<file path="src/hw/rmc_defs.svh">
`ifndef RMC_DEFS_SVH
`define RMC_DEFS_SVH

// register indexes; byte address is four times the index
`define RMC_IDX_REF_TRIM 8'h19
`define RMC_IDX_REF_TRIM_EN 8'h1A
`define RMC_IDX_HALF_TRIM 8'h1B
`define RMC_IDX_PAIRING 8'h24
`define RMC_IDX_COMMON 8'h27

// writable bit masks, everything else reads zero
`define RMC_MASK_REF_TRIM 8'h1F
`define RMC_MASK_REF_TRIM_EN 8'h01
`define RMC_MASK_HALF_TRIM 8'h71
`define RMC_MASK_PAIRING 8'hFF
`define RMC_MASK_COMMON 8'h01

// reset values
`define RMC_RST_REF_TRIM 8'h00
`define RMC_RST_REF_TRIM_EN 8'h00
`define RMC_RST_HALF_TRIM 8'h00
`define RMC_RST_PAIRING 8'h00
`define RMC_RST_COMMON 8'h00

// field positions
`define RMC_REF_CODE_LSB 0
`define RMC_REF_CODE_MSB 4
`define RMC_REF_ON_BIT 0
`define RMC_HALF_ON_BIT 0
`define RMC_HALF_CODE_LSB 4
`define RMC_HALF_CODE_MSB 6
`define RMC_COMMON_BIT 0

// answers on the register bus
`define RMC_RESP_OKAY 2'h0
`define RMC_RESP_SLVERR 2'h2

`endif

</file>
<file path="src/hw/rmc_pkg.sv">
package rmc_pkg;

    typedef struct packed {
        logic [7:0] ref_trim;
        logic [7:0] ref_trim_en;
        logic [7:0] half_trim;
        logic [7:0] pairing;
        logic [7:0] common;
    } rmc_regs_t;

    typedef enum logic [1:0] {
        RMC_PAIR_SEPARATE,
        RMC_PAIR_SINGLE_ENDED,
        RMC_PAIR_PSEUDO_DIFF
    } rmc_pair_t;

    typedef struct packed {
        logic [4:0] ref_step;
        logic ref_active;
        logic [3:0] half_level;
        logic common_pseudo_diff;
    } rmc_trim_t;

endpackage

</file>
<file path="src/hw/rmc_regs.sv">
// Added by the designer: the AXI4-Lite slave port.
`timescale 1ns/100ps
`include "rmc_defs.svh"

// How it works
// - trim register at index 19h, low five bits read/write, reset zero.
// - upper three bits of the trim register always read zero.
// - trim codes 0..0Fh shift up, 10h..1Fh shift down toward zero.
// - enable register at index 1Ah; trim applies only while enabled.
// - enable bit 0 is read/write, resets zero, one enables margining.
// - enable register bits 7..1 always read zero.
// - half trim at index 1Bh, bits 6..4 pick one of eight raised levels.
// - half trim bit 0 applies the code; clear keeps nominal level.
// - half trim bit 7 reads zero; software writes only zero there.
// - half trim bits 3..1 read zero; software writes only zeros.
// - input pairing register at index 24h, reset zero.
// - common-input register at index 27h.

module rmc_regs
    import rmc_pkg::*;
#(
    parameter int ADDR_W = 8
) (
    input wire logic SYS_CLK,
    input wire logic RST,
    input wire logic [ADDR_W-1:0] S_AXI_AWADDR,
    input wire logic S_AXI_AWVALID,
    output logic S_AXI_AWREADY,
    input wire logic [31:0] S_AXI_WDATA,
    input wire logic [3:0] S_AXI_WSTRB,
    input wire logic S_AXI_WVALID,
    output logic S_AXI_WREADY,
    output logic [1:0] S_AXI_BRESP,
    output logic S_AXI_BVALID,
    input wire logic S_AXI_BREADY,
    input wire logic [ADDR_W-1:0] S_AXI_ARADDR,
    input wire logic S_AXI_ARVALID,
    output logic S_AXI_ARREADY,
    output logic [31:0] S_AXI_RDATA,
    output logic [1:0] S_AXI_RRESP,
    output logic S_AXI_RVALID,
    input wire logic S_AXI_RREADY,
    output logic [4:0] REF_TRIM_STEP,
    output logic REF_TRIM_ACTIVE,
    output logic [3:0] HALF_REF_LEVEL,
    output logic [7:0] PAIR_MODE,
    output logic COMMON_PSEUDO_DIFF
);

    // the highest register sits at byte 9Ch
    if (ADDR_W < 8) begin : g_bad_addr_w
        $error("rmc_regs: ADDR_W must be at least 8");
    end

    rmc_regs_t reg_view;
    rmc_trim_t trim;

    logic [7:0] ref_trim_ff;
    logic [7:0] ref_trim_en_ff;
    logic [7:0] half_trim_ff;
    logic [7:0] pairing_ff;
    logic [7:0] common_ff;

    logic aw_held_ff;
    logic [ADDR_W-1:0] aw_addr_ff;
    logic w_held_ff;
    logic [7:0] w_data_ff;
    logic w_lane_ff;
    logic bvalid_ff;
    logic [1:0] bresp_ff;
    logic rvalid_ff;
    logic [1:0] rresp_ff;
    logic [31:0] rdata_ff;

    logic aw_take;
    logic w_take;
    logic do_write;
    logic [ADDR_W-1:0] wr_addr;
    logic [7:0] wr_data;
    logic wr_lane;
    logic wr_hit;
    logic [7:0] wr_index;
    logic rd_take;
    logic rd_hit;
    logic [7:0] rd_value;
    logic [7:0] rd_index;

    logic wr_aligned;
    logic rd_aligned;
    logic wr_sel_ref;
    logic wr_sel_en;
    logic wr_sel_half;
    logic wr_sel_pair;
    logic wr_sel_com;
    logic rd_sel_ref;
    logic rd_sel_en;
    logic rd_sel_half;
    logic rd_sel_pair;
    logic rd_sel_com;
    logic wr_en_ref;
    logic wr_en_en;
    logic wr_en_half;
    logic wr_en_pair;
    logic wr_en_com;
    logic nxt_aw_held;
    logic [ADDR_W-1:0] nxt_aw_addr;
    logic nxt_w_held;
    logic [7:0] nxt_w_data;
    logic nxt_w_lane;
    logic nxt_bvalid;
    logic [1:0] nxt_bresp;
    logic nxt_rvalid;
    logic [1:0] nxt_rresp;
    logic [31:0] nxt_rdata;

    // ---------------- write channel ----------------
    // address and data are caught independently, in either order
    assign S_AXI_AWREADY = !aw_held_ff && !bvalid_ff;
    assign S_AXI_WREADY = !w_held_ff && !bvalid_ff;
    assign aw_take = S_AXI_AWVALID && S_AXI_AWREADY;
    assign w_take = S_AXI_WVALID && S_AXI_WREADY;

    assign wr_addr = aw_held_ff ? aw_addr_ff : S_AXI_AWADDR;
    assign wr_data = w_held_ff ? w_data_ff : S_AXI_WDATA[7:0];
    assign wr_lane = w_held_ff ? w_lane_ff : S_AXI_WSTRB[0];
    assign do_write = (aw_held_ff || aw_take) && (w_held_ff || w_take);

    // words only; unaligned or out-of-range addresses are unmapped
    assign wr_index = 8'(wr_addr[ADDR_W-1:2]);
    assign wr_aligned = wr_addr[1:0] == 2'h0
        && (wr_addr >> 2) == ADDR_W'(wr_index);

    assign wr_sel_ref = wr_aligned && wr_index == `RMC_IDX_REF_TRIM;
    assign wr_sel_en = wr_aligned && wr_index == `RMC_IDX_REF_TRIM_EN;
    assign wr_sel_half = wr_aligned && wr_index == `RMC_IDX_HALF_TRIM;
    assign wr_sel_pair = wr_aligned && wr_index == `RMC_IDX_PAIRING;
    assign wr_sel_com = wr_aligned && wr_index == `RMC_IDX_COMMON;
    assign wr_hit = wr_sel_ref || wr_sel_en || wr_sel_half
        || wr_sel_pair || wr_sel_com;

    // strobe low still answers okay, but nothing is stored
    assign wr_en_ref = do_write && wr_lane && wr_sel_ref;
    assign wr_en_en = do_write && wr_lane && wr_sel_en;
    assign wr_en_half = do_write && wr_lane && wr_sel_half;
    assign wr_en_pair = do_write && wr_lane && wr_sel_pair;
    assign wr_en_com = do_write && wr_lane && wr_sel_com;

    // a channel taken alone waits here for its partner
    always_comb begin
        nxt_aw_held = aw_held_ff;
        nxt_aw_addr = aw_addr_ff;
        if (do_write) begin
            nxt_aw_held = 1'b0;
        end else if (aw_take) begin
            nxt_aw_held = 1'b1;
            nxt_aw_addr = S_AXI_AWADDR;
        end
    end

    always_ff @(posedge SYS_CLK or posedge RST) begin
        if (RST) begin
            aw_held_ff <= 1'b0;
            aw_addr_ff <= '0;
        end else begin
            aw_held_ff <= nxt_aw_held;
            aw_addr_ff <= nxt_aw_addr;
        end
    end

    always_comb begin
        nxt_w_held = w_held_ff;
        nxt_w_data = w_data_ff;
        nxt_w_lane = w_lane_ff;
        if (do_write) begin
            nxt_w_held = 1'b0;
        end else if (w_take) begin
            nxt_w_held = 1'b1;
            nxt_w_data = S_AXI_WDATA[7:0];
            nxt_w_lane = S_AXI_WSTRB[0];
        end
    end

    always_ff @(posedge SYS_CLK or posedge RST) begin
        if (RST) begin
            w_held_ff <= 1'b0;
            w_data_ff <= 8'h00;
            w_lane_ff <= 1'b0;
        end else begin
            w_held_ff <= nxt_w_held;
            w_data_ff <= nxt_w_data;
            w_lane_ff <= nxt_w_lane;
        end
    end

    // a pending answer holds off both write channels until taken
    always_comb begin
        nxt_bvalid = bvalid_ff;
        nxt_bresp = bresp_ff;
        if (do_write) begin
            nxt_bvalid = 1'b1;
            nxt_bresp = wr_hit ? `RMC_RESP_OKAY : `RMC_RESP_SLVERR;
        end else if (S_AXI_BREADY) begin
            nxt_bvalid = 1'b0;
        end
    end

    always_ff @(posedge SYS_CLK or posedge RST) begin
        if (RST) begin
            bvalid_ff <= 1'b0;
            bresp_ff <= `RMC_RESP_OKAY;
        end else begin
            bvalid_ff <= nxt_bvalid;
            bresp_ff <= nxt_bresp;
        end
    end

    assign S_AXI_BVALID = bvalid_ff;
    assign S_AXI_BRESP = bresp_ff;

    // ---------------- register storage ----------------
    // only byte lane 0 carries data; reserved bits are masked off
    always_ff @(posedge SYS_CLK or posedge RST) begin
        if (RST) begin
            ref_trim_ff <= `RMC_RST_REF_TRIM;
        end else if (wr_en_ref) begin
            ref_trim_ff <= wr_data & `RMC_MASK_REF_TRIM;
        end
    end

    always_ff @(posedge SYS_CLK or posedge RST) begin
        if (RST) begin
            ref_trim_en_ff <= `RMC_RST_REF_TRIM_EN;
        end else if (wr_en_en) begin
            ref_trim_en_ff <= wr_data & `RMC_MASK_REF_TRIM_EN;
        end
    end

    always_ff @(posedge SYS_CLK or posedge RST) begin
        if (RST) begin
            half_trim_ff <= `RMC_RST_HALF_TRIM;
        end else if (wr_en_half) begin
            // nonzero writes to 7 and 3..1 are simply lost
            half_trim_ff <= wr_data & `RMC_MASK_HALF_TRIM;
        end
    end

    always_ff @(posedge SYS_CLK or posedge RST) begin
        if (RST) begin
            pairing_ff <= `RMC_RST_PAIRING;
        end else if (wr_en_pair) begin
            pairing_ff <= wr_data & `RMC_MASK_PAIRING;
        end
    end

    always_ff @(posedge SYS_CLK or posedge RST) begin
        if (RST) begin
            common_ff <= `RMC_RST_COMMON;
        end else if (wr_en_com) begin
            common_ff <= wr_data & `RMC_MASK_COMMON;
        end
    end

    // packed view for the trim decoder
    assign reg_view = {ref_trim_ff, ref_trim_en_ff, half_trim_ff,
        pairing_ff, common_ff};

    // ---------------- read channel ----------------
    assign S_AXI_ARREADY = !rvalid_ff;
    assign rd_take = S_AXI_ARVALID && S_AXI_ARREADY;

    assign rd_index = 8'(S_AXI_ARADDR[ADDR_W-1:2]);
    assign rd_aligned = S_AXI_ARADDR[1:0] == 2'h0
        && (S_AXI_ARADDR >> 2) == ADDR_W'(rd_index);

    assign rd_sel_ref = rd_aligned && rd_index == `RMC_IDX_REF_TRIM;
    assign rd_sel_en = rd_aligned && rd_index == `RMC_IDX_REF_TRIM_EN;
    assign rd_sel_half = rd_aligned && rd_index == `RMC_IDX_HALF_TRIM;
    assign rd_sel_pair = rd_aligned && rd_index == `RMC_IDX_PAIRING;
    assign rd_sel_com = rd_aligned && rd_index == `RMC_IDX_COMMON;
    assign rd_hit = rd_sel_ref || rd_sel_en || rd_sel_half
        || rd_sel_pair || rd_sel_com;

    // nothing selected leaves zero, so misses read back 0
    always_comb begin
        rd_value = 8'h00;
        if (rd_sel_ref) begin
            rd_value = ref_trim_ff;
        end
        if (rd_sel_en) begin
            rd_value = ref_trim_en_ff;
        end
        if (rd_sel_half) begin
            rd_value = half_trim_ff;
        end
        if (rd_sel_pair) begin
            rd_value = pairing_ff;
        end
        if (rd_sel_com) begin
            rd_value = common_ff;
        end
    end

    always_comb begin
        nxt_rvalid = rvalid_ff;
        nxt_rresp = rresp_ff;
        nxt_rdata = rdata_ff;
        if (rd_take) begin
            nxt_rvalid = 1'b1;
            nxt_rresp = rd_hit ? `RMC_RESP_OKAY : `RMC_RESP_SLVERR;
            nxt_rdata = {24'h000000, rd_value};
        end else if (S_AXI_RREADY) begin
            nxt_rvalid = 1'b0;
        end
    end

    always_ff @(posedge SYS_CLK or posedge RST) begin
        if (RST) begin
            rvalid_ff <= 1'b0;
            rresp_ff <= `RMC_RESP_OKAY;
            rdata_ff <= 32'h00000000;
        end else begin
            rvalid_ff <= nxt_rvalid;
            rresp_ff <= nxt_rresp;
            rdata_ff <= nxt_rdata;
        end
    end

    assign S_AXI_RVALID = rvalid_ff;
    assign S_AXI_RRESP = rresp_ff;
    assign S_AXI_RDATA = rdata_ff;

    // ---------------- effective trim settings ----------------
    // one cycle behind the registers so outputs come from flip-flops
    rmc_trim_map u_map (
        .clk(SYS_CLK),
        .rst(RST),
        .regs(reg_view),
        .trim(trim),
        .pair_mode(PAIR_MODE)
    );

    assign REF_TRIM_STEP = trim.ref_step;
    assign REF_TRIM_ACTIVE = trim.ref_active;
    assign HALF_REF_LEVEL = trim.half_level;
    assign COMMON_PSEUDO_DIFF = trim.common_pseudo_diff;

endmodule

</file>
<file path="src/hw/rmc_trim_map.sv">
`timescale 1ns/100ps
`include "rmc_defs.svh"

module rmc_trim_map
    import rmc_pkg::*;
(
    input wire logic clk,
    input wire logic rst,
    input rmc_regs_t regs,
    output rmc_trim_t trim,
    output logic [7:0] pair_mode
);

    rmc_trim_t nxt_trim;
    rmc_trim_t trim_ff;
    logic [7:0] nxt_pair_mode;
    logic [7:0] pair_mode_ff;
    logic [4:0] ref_code;
    logic [2:0] half_code;

    assign ref_code = regs.ref_trim[`RMC_REF_CODE_MSB:`RMC_REF_CODE_LSB];
    assign half_code = regs.half_trim[`RMC_HALF_CODE_MSB:`RMC_HALF_CODE_LSB];

    always_comb begin
        nxt_trim = '0;
        // two's complement code: 10000b is the largest negative shift
        nxt_trim.ref_active = regs.ref_trim_en[`RMC_REF_ON_BIT];
        if (nxt_trim.ref_active) begin
            nxt_trim.ref_step = ref_code;
        end
        // level 0 is nominal, 1..8 are the raised levels
        if (regs.half_trim[`RMC_HALF_ON_BIT]) begin
            nxt_trim.half_level = {1'b0, half_code} + 4'h1;
        end
        nxt_trim.common_pseudo_diff = regs.common[`RMC_COMMON_BIT];
    end

    genvar g;
    generate
        for (g = 0; g < 4; g = g + 1) begin : g_pair
            logic [1:0] pair_field;
            assign pair_field = regs.pairing[2*g+1:2*g];
            // 11b behaves as two separate channels
            assign nxt_pair_mode[2*g+1:2*g] = (pair_field == 2'h3)
                ? 2'(RMC_PAIR_SEPARATE) : pair_field;
        end
    endgenerate

    always_ff @(posedge clk or posedge rst) begin
        if (rst) begin
            trim_ff <= '0;
        end else begin
            trim_ff <= nxt_trim;
        end
    end

    always_ff @(posedge clk or posedge rst) begin
        if (rst) begin
            pair_mode_ff <= 8'h00;
        end else begin
            pair_mode_ff <= nxt_pair_mode;
        end
    end

    assign trim = trim_ff;
    assign pair_mode = pair_mode_ff;

endmodule

</file>
<file path="config.mk">
export PLATFORM = sky130hd
export DESIGN_NAME = rmc_regs
export DESIGN_NICKNAME = d
export VERILOG_FILES = /design/src/hw/rmc_pkg.sv /design/src/hw/rmc_regs.sv /design/src/hw/rmc_trim_map.sv
export VERILOG_INCLUDE_DIRS = /design/src /design/src/hw
export SDC_FILE = /design/constraint.sdc
export NUM_CORES = 1
export LEC_CHECK = 0
export BUFFER_PORTS_ARGS = -buffer_cell sky130_fd_sc_hd__buf_4
export CAP_MARGIN = 20
export CORE_ASPECT_RATIO = 0.7
export CORE_MARGIN = 4
export CORE_UTILIZATION = 46
export CTS_BUF_LIST = sky130_fd_sc_hd__clkbuf_8
export DETAILED_ROUTE_END_ITERATION = 16
export GPL_TIMING_DRIVEN = 1
export HOLD_SLACK_MARGIN = 0.08
export MAX_ROUTING_LAYER = met4
export PLACE_DENSITY = 0.78
export SYNTH_ARGS = -nofsm -noshare
export SYNTH_HDL_FRONTEND = slang
export SYNTH_SLANG_ARGS = --single-unit
</file>
<file path="constraint.sdc">
create_clock -name SYS_CLK -period 2.3 [get_ports SYS_CLK]
set_input_delay 0.46 -clock SYS_CLK [delete_from_list [all_inputs] [get_ports SYS_CLK]]
set_output_delay 0.46 -clock SYS_CLK [all_outputs]
set_load 0.01 [all_outputs]
</file>
==> results.md, run 1 <==
- Antenna viol nets, final: 0
- Worst path arrival time: ~2.2 ns
- Min Tclk post-route: 2.02 ns
- Post-CTS Setup Repair Bufs: 0
- Hold Vio Cnt, Final: 0
- Util after Layout: 0.581
- DRT Wirelength: 6710 um
- Iteration-0 DRC Markers: 125
- Top-area cell type share of the netlist area: 0.541
- Die area: 0.00836 mm^2
- XOR/XNOR Fraction of Synth Area: 0.00823
- Largest net degree at the start of global routing: 32
- Antenna cells: 0
- Mapped Cells: 263
- Pre-CTS setup slack: 0.245 ns
- Row cnt: 25
- Final Skew: 0.0107 ns
- Compound-Gate Fraction of Synth Area: 0.0791
- Endpoints failing setup: 0
- Final Cycle Share: 0.877
- Slew @ Worst Pin: 0.658 ns
- Vias per inst: 4.94
- Vias: 2,162
- # resized after CTS: 0
- Post-Synth Simple-Gate Area: 0.117
- Clock insertion delay at the later pin of the skew report: 0.34 ns
- Vias in the first global route: 2,126
- Clock Path Buffers: 2
- Type of origin of the critical path: flip-flop
- Post-CTS Hold Fix Bufs: 0
- Top cells by count, synth: dfrtp_1, mux2_2, buf_4
- Mux cell area share after synthesis: 0.178
- Fin Setup TNS: 0 ns
- Antenna violations before repair: 0
- Fillcell total: 573
- Final HPWL DP: 5050 um
- Clock-pin slew on the worst setup and hold paths: 0.07 ns
- CTS root buf: clkbuf_8
- Sequential-to-total area share from yosys stat: 0.541
- Gpl congestion: 0.778
- Die Wd: 108 um
- Cts bufs inserted: 9
- Max Cap Viol: 0
- GRT Total Usage: 0.173
- Share of layout cells above drive strength 1: 0.398
- Yosys top cell by area: dfrtp_1
- Maximum clock frequency: around 500 MHz
- Top post-synthesis cells by area: dfrtp_1, mux2_2, buf_4
- GR Overflow Total: 0
- I/O pin cnt: between 100 and 150
- Slowest cell on crit path: dfrtp_1
- Synthesized area per cell: 12.1 um^2
- Worst VDD drop: between 0.0005 and 0.0006 V
- WL per Instance: between 15 and 20 um
- Slew margin rel.: 0.561
- Die Ht: 77.7 um
- Yosys warns: 0
- First-pass GRT wire length: roughly 11,000 um
- CTS tree: yes
- Non-Filler Instances: ~440
- Slowest cell delay on critical path: 0.49 ns
- Layout area overhead: 22.8%
- CTS Sinks: between 60 and 70
- Pwr/cell area: 881 mW/mm^2
- Layout Nets: 399
- PnR worst setup slack: 0.284 ns
- Synth Area in Adders: 0.00392
- Mapped Area: 0.00319 mm^2
- H-tree Lvls: 3
- Hold slack final: approximately 0.21 ns
- Primary FF master, synth: dfrtp_1
- Post-synthesis cell type count: between 40 and 50
- Core Region: between 0.006 and 0.007 mm^2
- CP Class: flip-flop to flip-flop
- Number of flops mapped to enable cells by yosys: 0
- CP Data Required Time: 2.52 ns
- Top-count cell post-synth: dfrtp_1
- IO buf count: 65
- Async set-or-reset flop fraction in the synthesized netlist: 1.00
- Type of destination of the critical path: flip-flop
- Lkg Pwr: 1.95 nW
- Count of final max-slew check failures: 0
- Starting Density: 0.473
- RSZ-0062 raised after global routing: false
- Min-delay worst type: input pin to asynchronous set/reset pin
- DR pass1 iterations: 4
- DP Cell Count: between 400 and 500
- DRC Markers: 0
- Critical path cell sequence: nor3_1 > nand4_1 > a211oi_4 > buf_4 > mux2_2
- Largest family of logic cells by synthesized area: multiplexers
- Crit path max fanout: 9
- Reg-to-reg startpoint: aw_held_ff
- Crit path from: aw_held_ff
- Synth Register Bits: between 60 and 70
- Outcome: completed
## registers in the layout, summed over array words and instances (netlist names)
name / cells
S_AXI_BRESP: 1
S_AXI_BVALID: 1
S_AXI_RDATA: 8
S_AXI_RRESP: 1
S_AXI_RVALID: 1
aw_addr_ff: 8
aw_held_ff: 1
common_ff: 1
half_trim_ff: 4
pairing_ff: 8
ref_trim_en_ff: 1
ref_trim_ff: 5
u_map.pair_mode: 8
u_map.trim: 11
w_data_ff: 8
w_held_ff: 1
w_lane_ff: 1
## critical path: cells and delay by family, from the launching register on
family / cells / cell delay [ns]
flops: 1 / 0.49
compound gates: 1 / 0.29
mux: 1 / 0.35
buf+inv: 1 / 0.20
simple gates: 2 / 0.56
## cell type report
cell class	instances	area [um^2]	area share
clock buffer	10	138	0.0351
clock inverter	6	53.8	0.0137
inverter	5	18.8	0.00478
multi-input combinational	184	1330	0.339
sequential	69	1730	0.440
tap	94	118	0.0300
timing repair buffer	70	538	0.137
## where the power goes
group | internal (mW) | total (mW) | leakage, nW | switching, mW
clock | 0.519 | 0.957 | 0.107 | 0.438
combinational | 0.463 | 0.864 | 0.932 | 0.401
sequential | 1.44 | 1.64 | 0.912 | 0.191
total | 2.43 | 3.46 | 1.95 | 1.03
## layout by cell type (no fill, tap or decap), drive strengths merged, types with 6 or more instances in the layout
cell     n
and2     8
nor2    11
conb    26
o21ai   11
clkbuf  10
mux2    47
nor2b   11
dfrtp   69
buf     70
inv      6
nand2   14
## worst paths after layout
path	end	slack [ns]	depth (start not counted)
max	pairing_ff[1]	0.28	5
min	u_map.trim[5]	0.21	2
max reg2reg	pairing_ff[1]	0.28	5
min reg2reg	u_map.trim[0]	0.46	0
max in group asynchronous	pairing_ff[7]	1.46	3
min in group SYS_CLK	S_AXI_RVALID	0.29	2
## metrics by stage
step	area, um^2	power (mW)
floorplan	3290	2.22
global placement	3730	2.47
detailed placement	3730	2.52
CTS	3920	3.48
global route	3920	3.66
finish	3920	3.46
## routing by layer
layer  routed length (um)  global-route usage  vias to the layer above  share of wire
li1                     -                   -                     1027              -
met1                 3190               0.241                     1060           0.48
met2                 3040               0.243                       66           0.45
met3                  409              0.0540                        9          0.061
met4                   74              0.0567                        0          0.011
met5                    0                   -                        -              0
## cells by family (layout without fill, tap and decap cells)
family | Yosys count | in the layout
muxes | 51 | 51
other | 1 | 26
adders and majority gates | 1 | 1
buffers and inverters | 35 | 91
DFF | 69 | 69
AOI/OAI and AO/OA | 36 | 36
xor gates and xnor gates | 3 | 3
and+or+nand+nor | 67 | 67
Note: power is estimated with default switching activity, not from simulation.
==> run 2, diff against run 1 <==
--- a/config.mk
+++ b/config.mk
@@ -11,5 +11,5 @@
 export CORE_ASPECT_RATIO = 0.7
 export CORE_MARGIN = 4
-export CORE_UTILIZATION = 46
+export CORE_UTILIZATION = 51
 export CTS_BUF_LIST = sky130_fd_sc_hd__clkbuf_8
 export DETAILED_ROUTE_END_ITERATION = 16
@@ -17,5 +17,5 @@
 export HOLD_SLACK_MARGIN = 0.08
 export MAX_ROUTING_LAYER = met4
-export PLACE_DENSITY = 0.78
+export PLACE_DENSITY = 0.82
 export SYNTH_ARGS = -nofsm -noshare
 export SYNTH_HDL_FRONTEND = slang
==> constraint.sdc (replaced) <==
create_clock -name SYS_CLK -period 2.2 [get_ports SYS_CLK]
set_input_delay 0 -clock SYS_CLK [delete_from_list [all_inputs] [get_ports SYS_CLK]]
set_output_delay 0 -clock SYS_CLK [all_outputs]
set_load 0.01 [all_outputs]
==> results.md, run 2 (same netlist as run 1, synthesis figures left out) <==
- Worst VDD drop: approximately 0.00075 V
- Fin Setup TNS: 0 ns
- WL per Instance: 15.8 um
- Outcome: completed
- DR pass1 iterations: 4
- Cts bufs inserted: 9
- Endpoints failing setup: 0
- Antenna violations before repair: 0
- Largest net degree at the start of global routing: 70
- Crit path from: S_AXI_ARADDR[0]
- Hold Path Origin: S_AXI_ARADDR[3]
- RSZ-0062 raised after global routing: false
- Comb pwr share: 0.271
- R2R depth: 5
- Reg2reg end: half_trim_ff[5]
- CTS Sinks: 69
- Most frequent CP cell: dlygate4sd3_1
- Type of destination of the critical path: flip-flop
- Die Ht: 74.2 um
- GR Overflow Total: 0
- DRC Markers: 0
- Iteration-0 DRC Markers: 94
- Worst hold path depth: 3
- Hold slack final: 0.0930 ns
- Gpl congestion: 0.831
- Vias in the first global route: 2,343
- First-pass GRT wire length: 11,500 um
- Layout Nets: 426
- H-tree Lvls: 3
- Min Tclk post-route: 2.01 ns
- Clock-pin slew on the worst setup and hold paths: roughly 0.070 ns
- Min-delay worst type: input pin to flip-flop
- DP Cell Count: between 400 and 500
- Share of layout cells above drive strength 1: 0.370
- Max Cap Viol: 0
- Row cnt: 23
- CP Data Required Time: 2.43 ns
- Int Power: 2.42 mW
- Post-CTS Setup Repair Bufs: 0
- DRT Wirelength: about 7000 um
- Hold Vio Cnt, Final: 0
- Worst path arrival time: between 2 and 2.5 ns
- Lkg Pwr: 2.04 nW
- Die area: 0.00761 mm^2
- Vias: 2,282
- CTS root buf: clkbuf_8
- Clock Path Buffers: 2
- Maximum clock frequency: 497 MHz
- Antenna viol nets, final: 0
- Clk pwr share: 0.241
- Reg-to-reg startpoint: aw_held_ff
- Final Skew: 0.00515 ns
- Non-Filler Instances: 445
- Final HPWL DP: 5070 um
- Layout area overhead: 29.4%
- Leading cell types in the layout, fill and taps excluded: buf_4, dfrtp_1, mux2_2
- CTS tree: yes
- Largest register FFs: 11
- Worst R2R Setup Slack: 0.20 ns
- Die Wd: a little over 100 um
- Starting Density: 0.541
- Slew margin rel.: 0.442
- Antenna cells: 0
- Reg power frac: 0.488
- Sw Share: 0.311
- Vias per inst: 5.13
- Critical path cell sequence: dlygate4sd3_1 > buf_4 > nor2_1 > dlygate4sd3_1 > a31oi_1 > dlygate4sd3_1
- CP Class: input pin to flip-flop
- Core Region: 0.00590 mm^2
- Slowest cell delay on critical path: roughly 0.63 ns
- I/O pin cnt: 119
- Count of final max-slew check failures: 0
- Sw power: around 1.1 mW
- Slew @ Worst Pin: 0.837 ns
- Type of origin of the critical path: input pin
- Clock insertion delay at the later pin of the skew report: 0.34 ns
- Commonest non-fill, non-tap cell in the layout: buf_4
- IO buf count: 65
- Final Cycle Share: 0.915
- Hold path endpoint: S_AXI_RDATA[5]
- Slowest cell on crit path: dlygate4sd3_1
- Pwr/cell area: 851 mW/mm^2
- GRT Total Usage: 0.206
- Crit path max fanout: 7
==> run 2: worst max path at each step <==
stage	end
after floorplan	pairing_ff[0]
after global placement	half_trim_ff[6]
after detailed placement	half_trim_ff[4]
after CTS	half_trim_ff[6]
after global routing	half_trim_ff[6]
final	S_AXI_RRESP[1]
==> run 2: critical path, delay by kind of cell <==
family / cells / cell delay (ns)
AND/OR/NAND/NOR: 1 / 0.31
buffers and inverters: 4 / 1.86
AO/OA/AOI/OAI: 1 / 0.07
==> run 2: power by group through the flow <==
stage,registers [mW],clock network (mW),logic (mW)
after floorplan,1.68,0,0.638
after global placement,1.71,0,0.865
after detailed placement,1.73,0,0.902
after CTS,1.71,0.873,0.955
after global routing,1.75,0.936,1.04
final,1.72,0.846,0.954
==> run 2: area by class of cell <==
class                      count  area [um^2]
fill                         439         1770
sequential                    69         1730
multi-input combinational    184         1330
timing repair buffer          97          806
clock buffer                   9          124
tap                           75         93.8
clock inverter                 6         32.5
inverter                       5         18.8
==> run 2: per-stage QoR <==
stage          area (um^2)  worst slack (ns)  power, mW  utilization
2_1_floorplan         3290             0.437       2.32            -
6_report              4130             0.186       3.52        0.701
3_3_place_gp          3720             0.267       2.58        0.630
4_1_cts               4130             0.212       3.54        0.701
5_1_grt               4130           0.00899       3.72        0.701
3_5_place_dp          3720             0.234       2.64        0.630
==> run 2: what timing repair did <==
action,CTS,global route
resized for setup,0,0
hold buffers,26,0
endpoints found under the hold margin,102,0
==> run 2: metal layers <==
layer | up-vias | track usage | part of all wire
li1 | 1080 | - | -
met1 | 1112 | 0.267 | 0.45
met2 | 75 | 0.309 | 0.47
met3 | 15 | 0.0665 | 0.067
met4 | 0 | 0.0655 | 0.017
met5 | - | - | 0
==> run 3, diff against run 2 <==
CORE_UTILIZATION = 55   (was 51)
PLACE_DENSITY = 0.88   (was 0.82)
clock period = 2.6 ns   (was 2.2 ns; I/O delays follow)
==> results.md, run 3 (same netlist as run 1, synthesis figures left out) <==
- Slowest cell on crit path: dfrtp_1
- CP delay by family, top: flip-flops
- Core Region: 0.00542 mm^2
- Commonest non-fill, non-tap cell in the layout: dfrtp_1
- Clock-pin slew on the worst setup and hold paths: 0.07 ns
- Iteration-0 DRC Markers: 160
- IO buf count: 65
- Endpoints failing setup: 0
- Vias per inst: approximately 5.3
- Crit path max fanout: 14
- Area of the multi-input gates: 0.00133 mm^2
- CP Data Required Time: around 2.8 ns
- Leading cell types in the layout, fill and taps excluded: dfrtp_1, buf_4, mux2_2
- Slew margin rel.: 0.453
- Reg power frac: 0.430
- I/O pin cnt: 119
- H-tree Lvls: 3
- Die Wd: 99.1 um
- Int Power: ~2.5 mW
- Outcome: completed
- Register Area: 0.00173 mm^2
- Final Cycle Share: 0.826
- DRT Wirelength: about 7400 um
- Clock insertion delay at the later pin of the skew report: 0.34 ns
- CP bufs+invs: 0
- Pwr/cell area: 812 mW/mm^2
- Final HPWL DP: roughly 5000 um
- Critical path cell sequence: mux2_2 > nand3_1 > a211oi_4 > mux2_2
- Die Ht: 71.8 um
- Clk pwr share: 0.338
- Slew @ Worst Pin: 0.820 ns
- Antenna violations before repair: 0
- Fillcell total: between 300 and 400
- Sw power: 949 uW
- Layout area overhead: 31.8%
- Min-delay worst type: input pin to flip-flop
- DR pass1 iterations: 4
- Post-CTS Setup Repair Bufs: 0
- RSZ-0062 raised after global routing: false
- Util after Layout: 0.777
- Die area: 0.00711 mm^2
- Hold Vio Cnt, Final: 0
- Worst path arrival time: 2.37 ns
- Antenna viol nets, final: 0
- Vias in the first global route: between 2k and 2.5k
- Cts bufs inserted: 9
- Largest net degree at the start of global routing: 70
- CTS tree: yes
- Clock Path Buffers: 2
- Type of destination of the critical path: flip-flop
- Comb pwr share: 0.232
- Type of origin of the critical path: flip-flop
- CTS root buf: clkbuf_8
- Min Tclk post-route: 2.15 ns
- GR Overflow Total: 0
- Layout Nets: 423
- Count of final max-slew check failures: 0
- Lkg Pwr: 2.07 nW
- Largest register FFs: 11
- Slowest cell delay on critical path: 0.69 ns
- Sw Share: 0.277
- Most frequent CP cell: mux2_2
- CTS Sinks: approximately 70
- WL per Instance: ~17 um
- GRT Total Usage: 0.226
- DRC Markers: 0
- Vias: ~2.3k
- Max Cap Viol: 0
- Antenna cells: 0
- Maximum clock frequency: 466 MHz
- Gpl congestion: 0.876
- Worst VDD drop: between 0.0008 and 0.0009 V
- Starting Density: 0.589
- Share of layout cells above drive strength 1: 0.367
- Final Skew: 0.00607 ns
- Row cnt: 22
- CP Class: flip-flop to flip-flop
- First-pass GRT wire length: 12,100 um
- Fin Setup TNS: 0 ns
## run 3: metal layers
layer  global-route usage  part of all wire  vias to the layer above  routed length (um)
li1                     -                 -                     1085                   -
met5                    -                 0                        -                   0
met1                0.291              0.42                     1133                3080
met2                0.346              0.49                       94                3590
met3               0.0720             0.072                       16                 529
met4               0.0682             0.022                        0                 160
## run 3: cell type report
type                       instances  area share
clock inverter                     6      0.0318
timing repair buffer              94       0.184
multi-input combinational        184       0.316
inverter                           5     0.00446
sequential                        69       0.410
clock buffer                      10      0.0327
tap                               72      0.0214
## run 3: per-stage QoR
step	setup WS (ns)	hold WS (ns)	power (mW)	cells	cell area [um^2]
floorplan	0.837	0.0964	1.97	288	3290
global placement	0.544	0.180	2.16	397	3670
detailed placement	0.487	0.187	2.21	397	3670
CTS	0.462	0.0830	3.42	440	4210
global route	0.306	0.131	3.59	440	4210
finish	0.454	0.105	3.42	440	4210
## run 3: worst min-delay path, stage by stage
cell and delay (ns):
buf_4 0.08, nand2_1 0.19, o21ai_0 0.14
## run 3: power groups by stage
stage | Combinational (mW) | Clock (mW) | Sequential, mW
2_1_floorplan | 0.539 | 0 | 1.43
6_report | 0.793 | 1.16 | 1.47
3_5_place_dp | 0.734 | 0 | 1.48
3_3_place_gp | 0.703 | 0 | 1.46
5_1_grt | 0.864 | 1.23 | 1.50
4_1_cts | 0.785 | 1.17 | 1.46
## run 3: timing repair
action / CTS / global route
hold buffers: 27 / 0
resized for setup: 0 / 0
hold endpoints to repair: 104 / 0
## run 3: path summary, 6_finish.rpt
check	start	slack, ns	depth (start not counted)	endpoint
max in group asynchronous	RST	1.61	4	w_data_ff[5]
min in group asynchronous	RST	0.46	4	u_map.trim[4]
max	w_held_ff	0.45	4	pairing_ff[1]
min	S_AXI_ARVALID	0.10	3	S_AXI_RVALID
max reg2reg	w_held_ff	0.45	4	pairing_ff[1]
min reg2reg	common_ff[0]	0.47	0	u_map.trim[0]
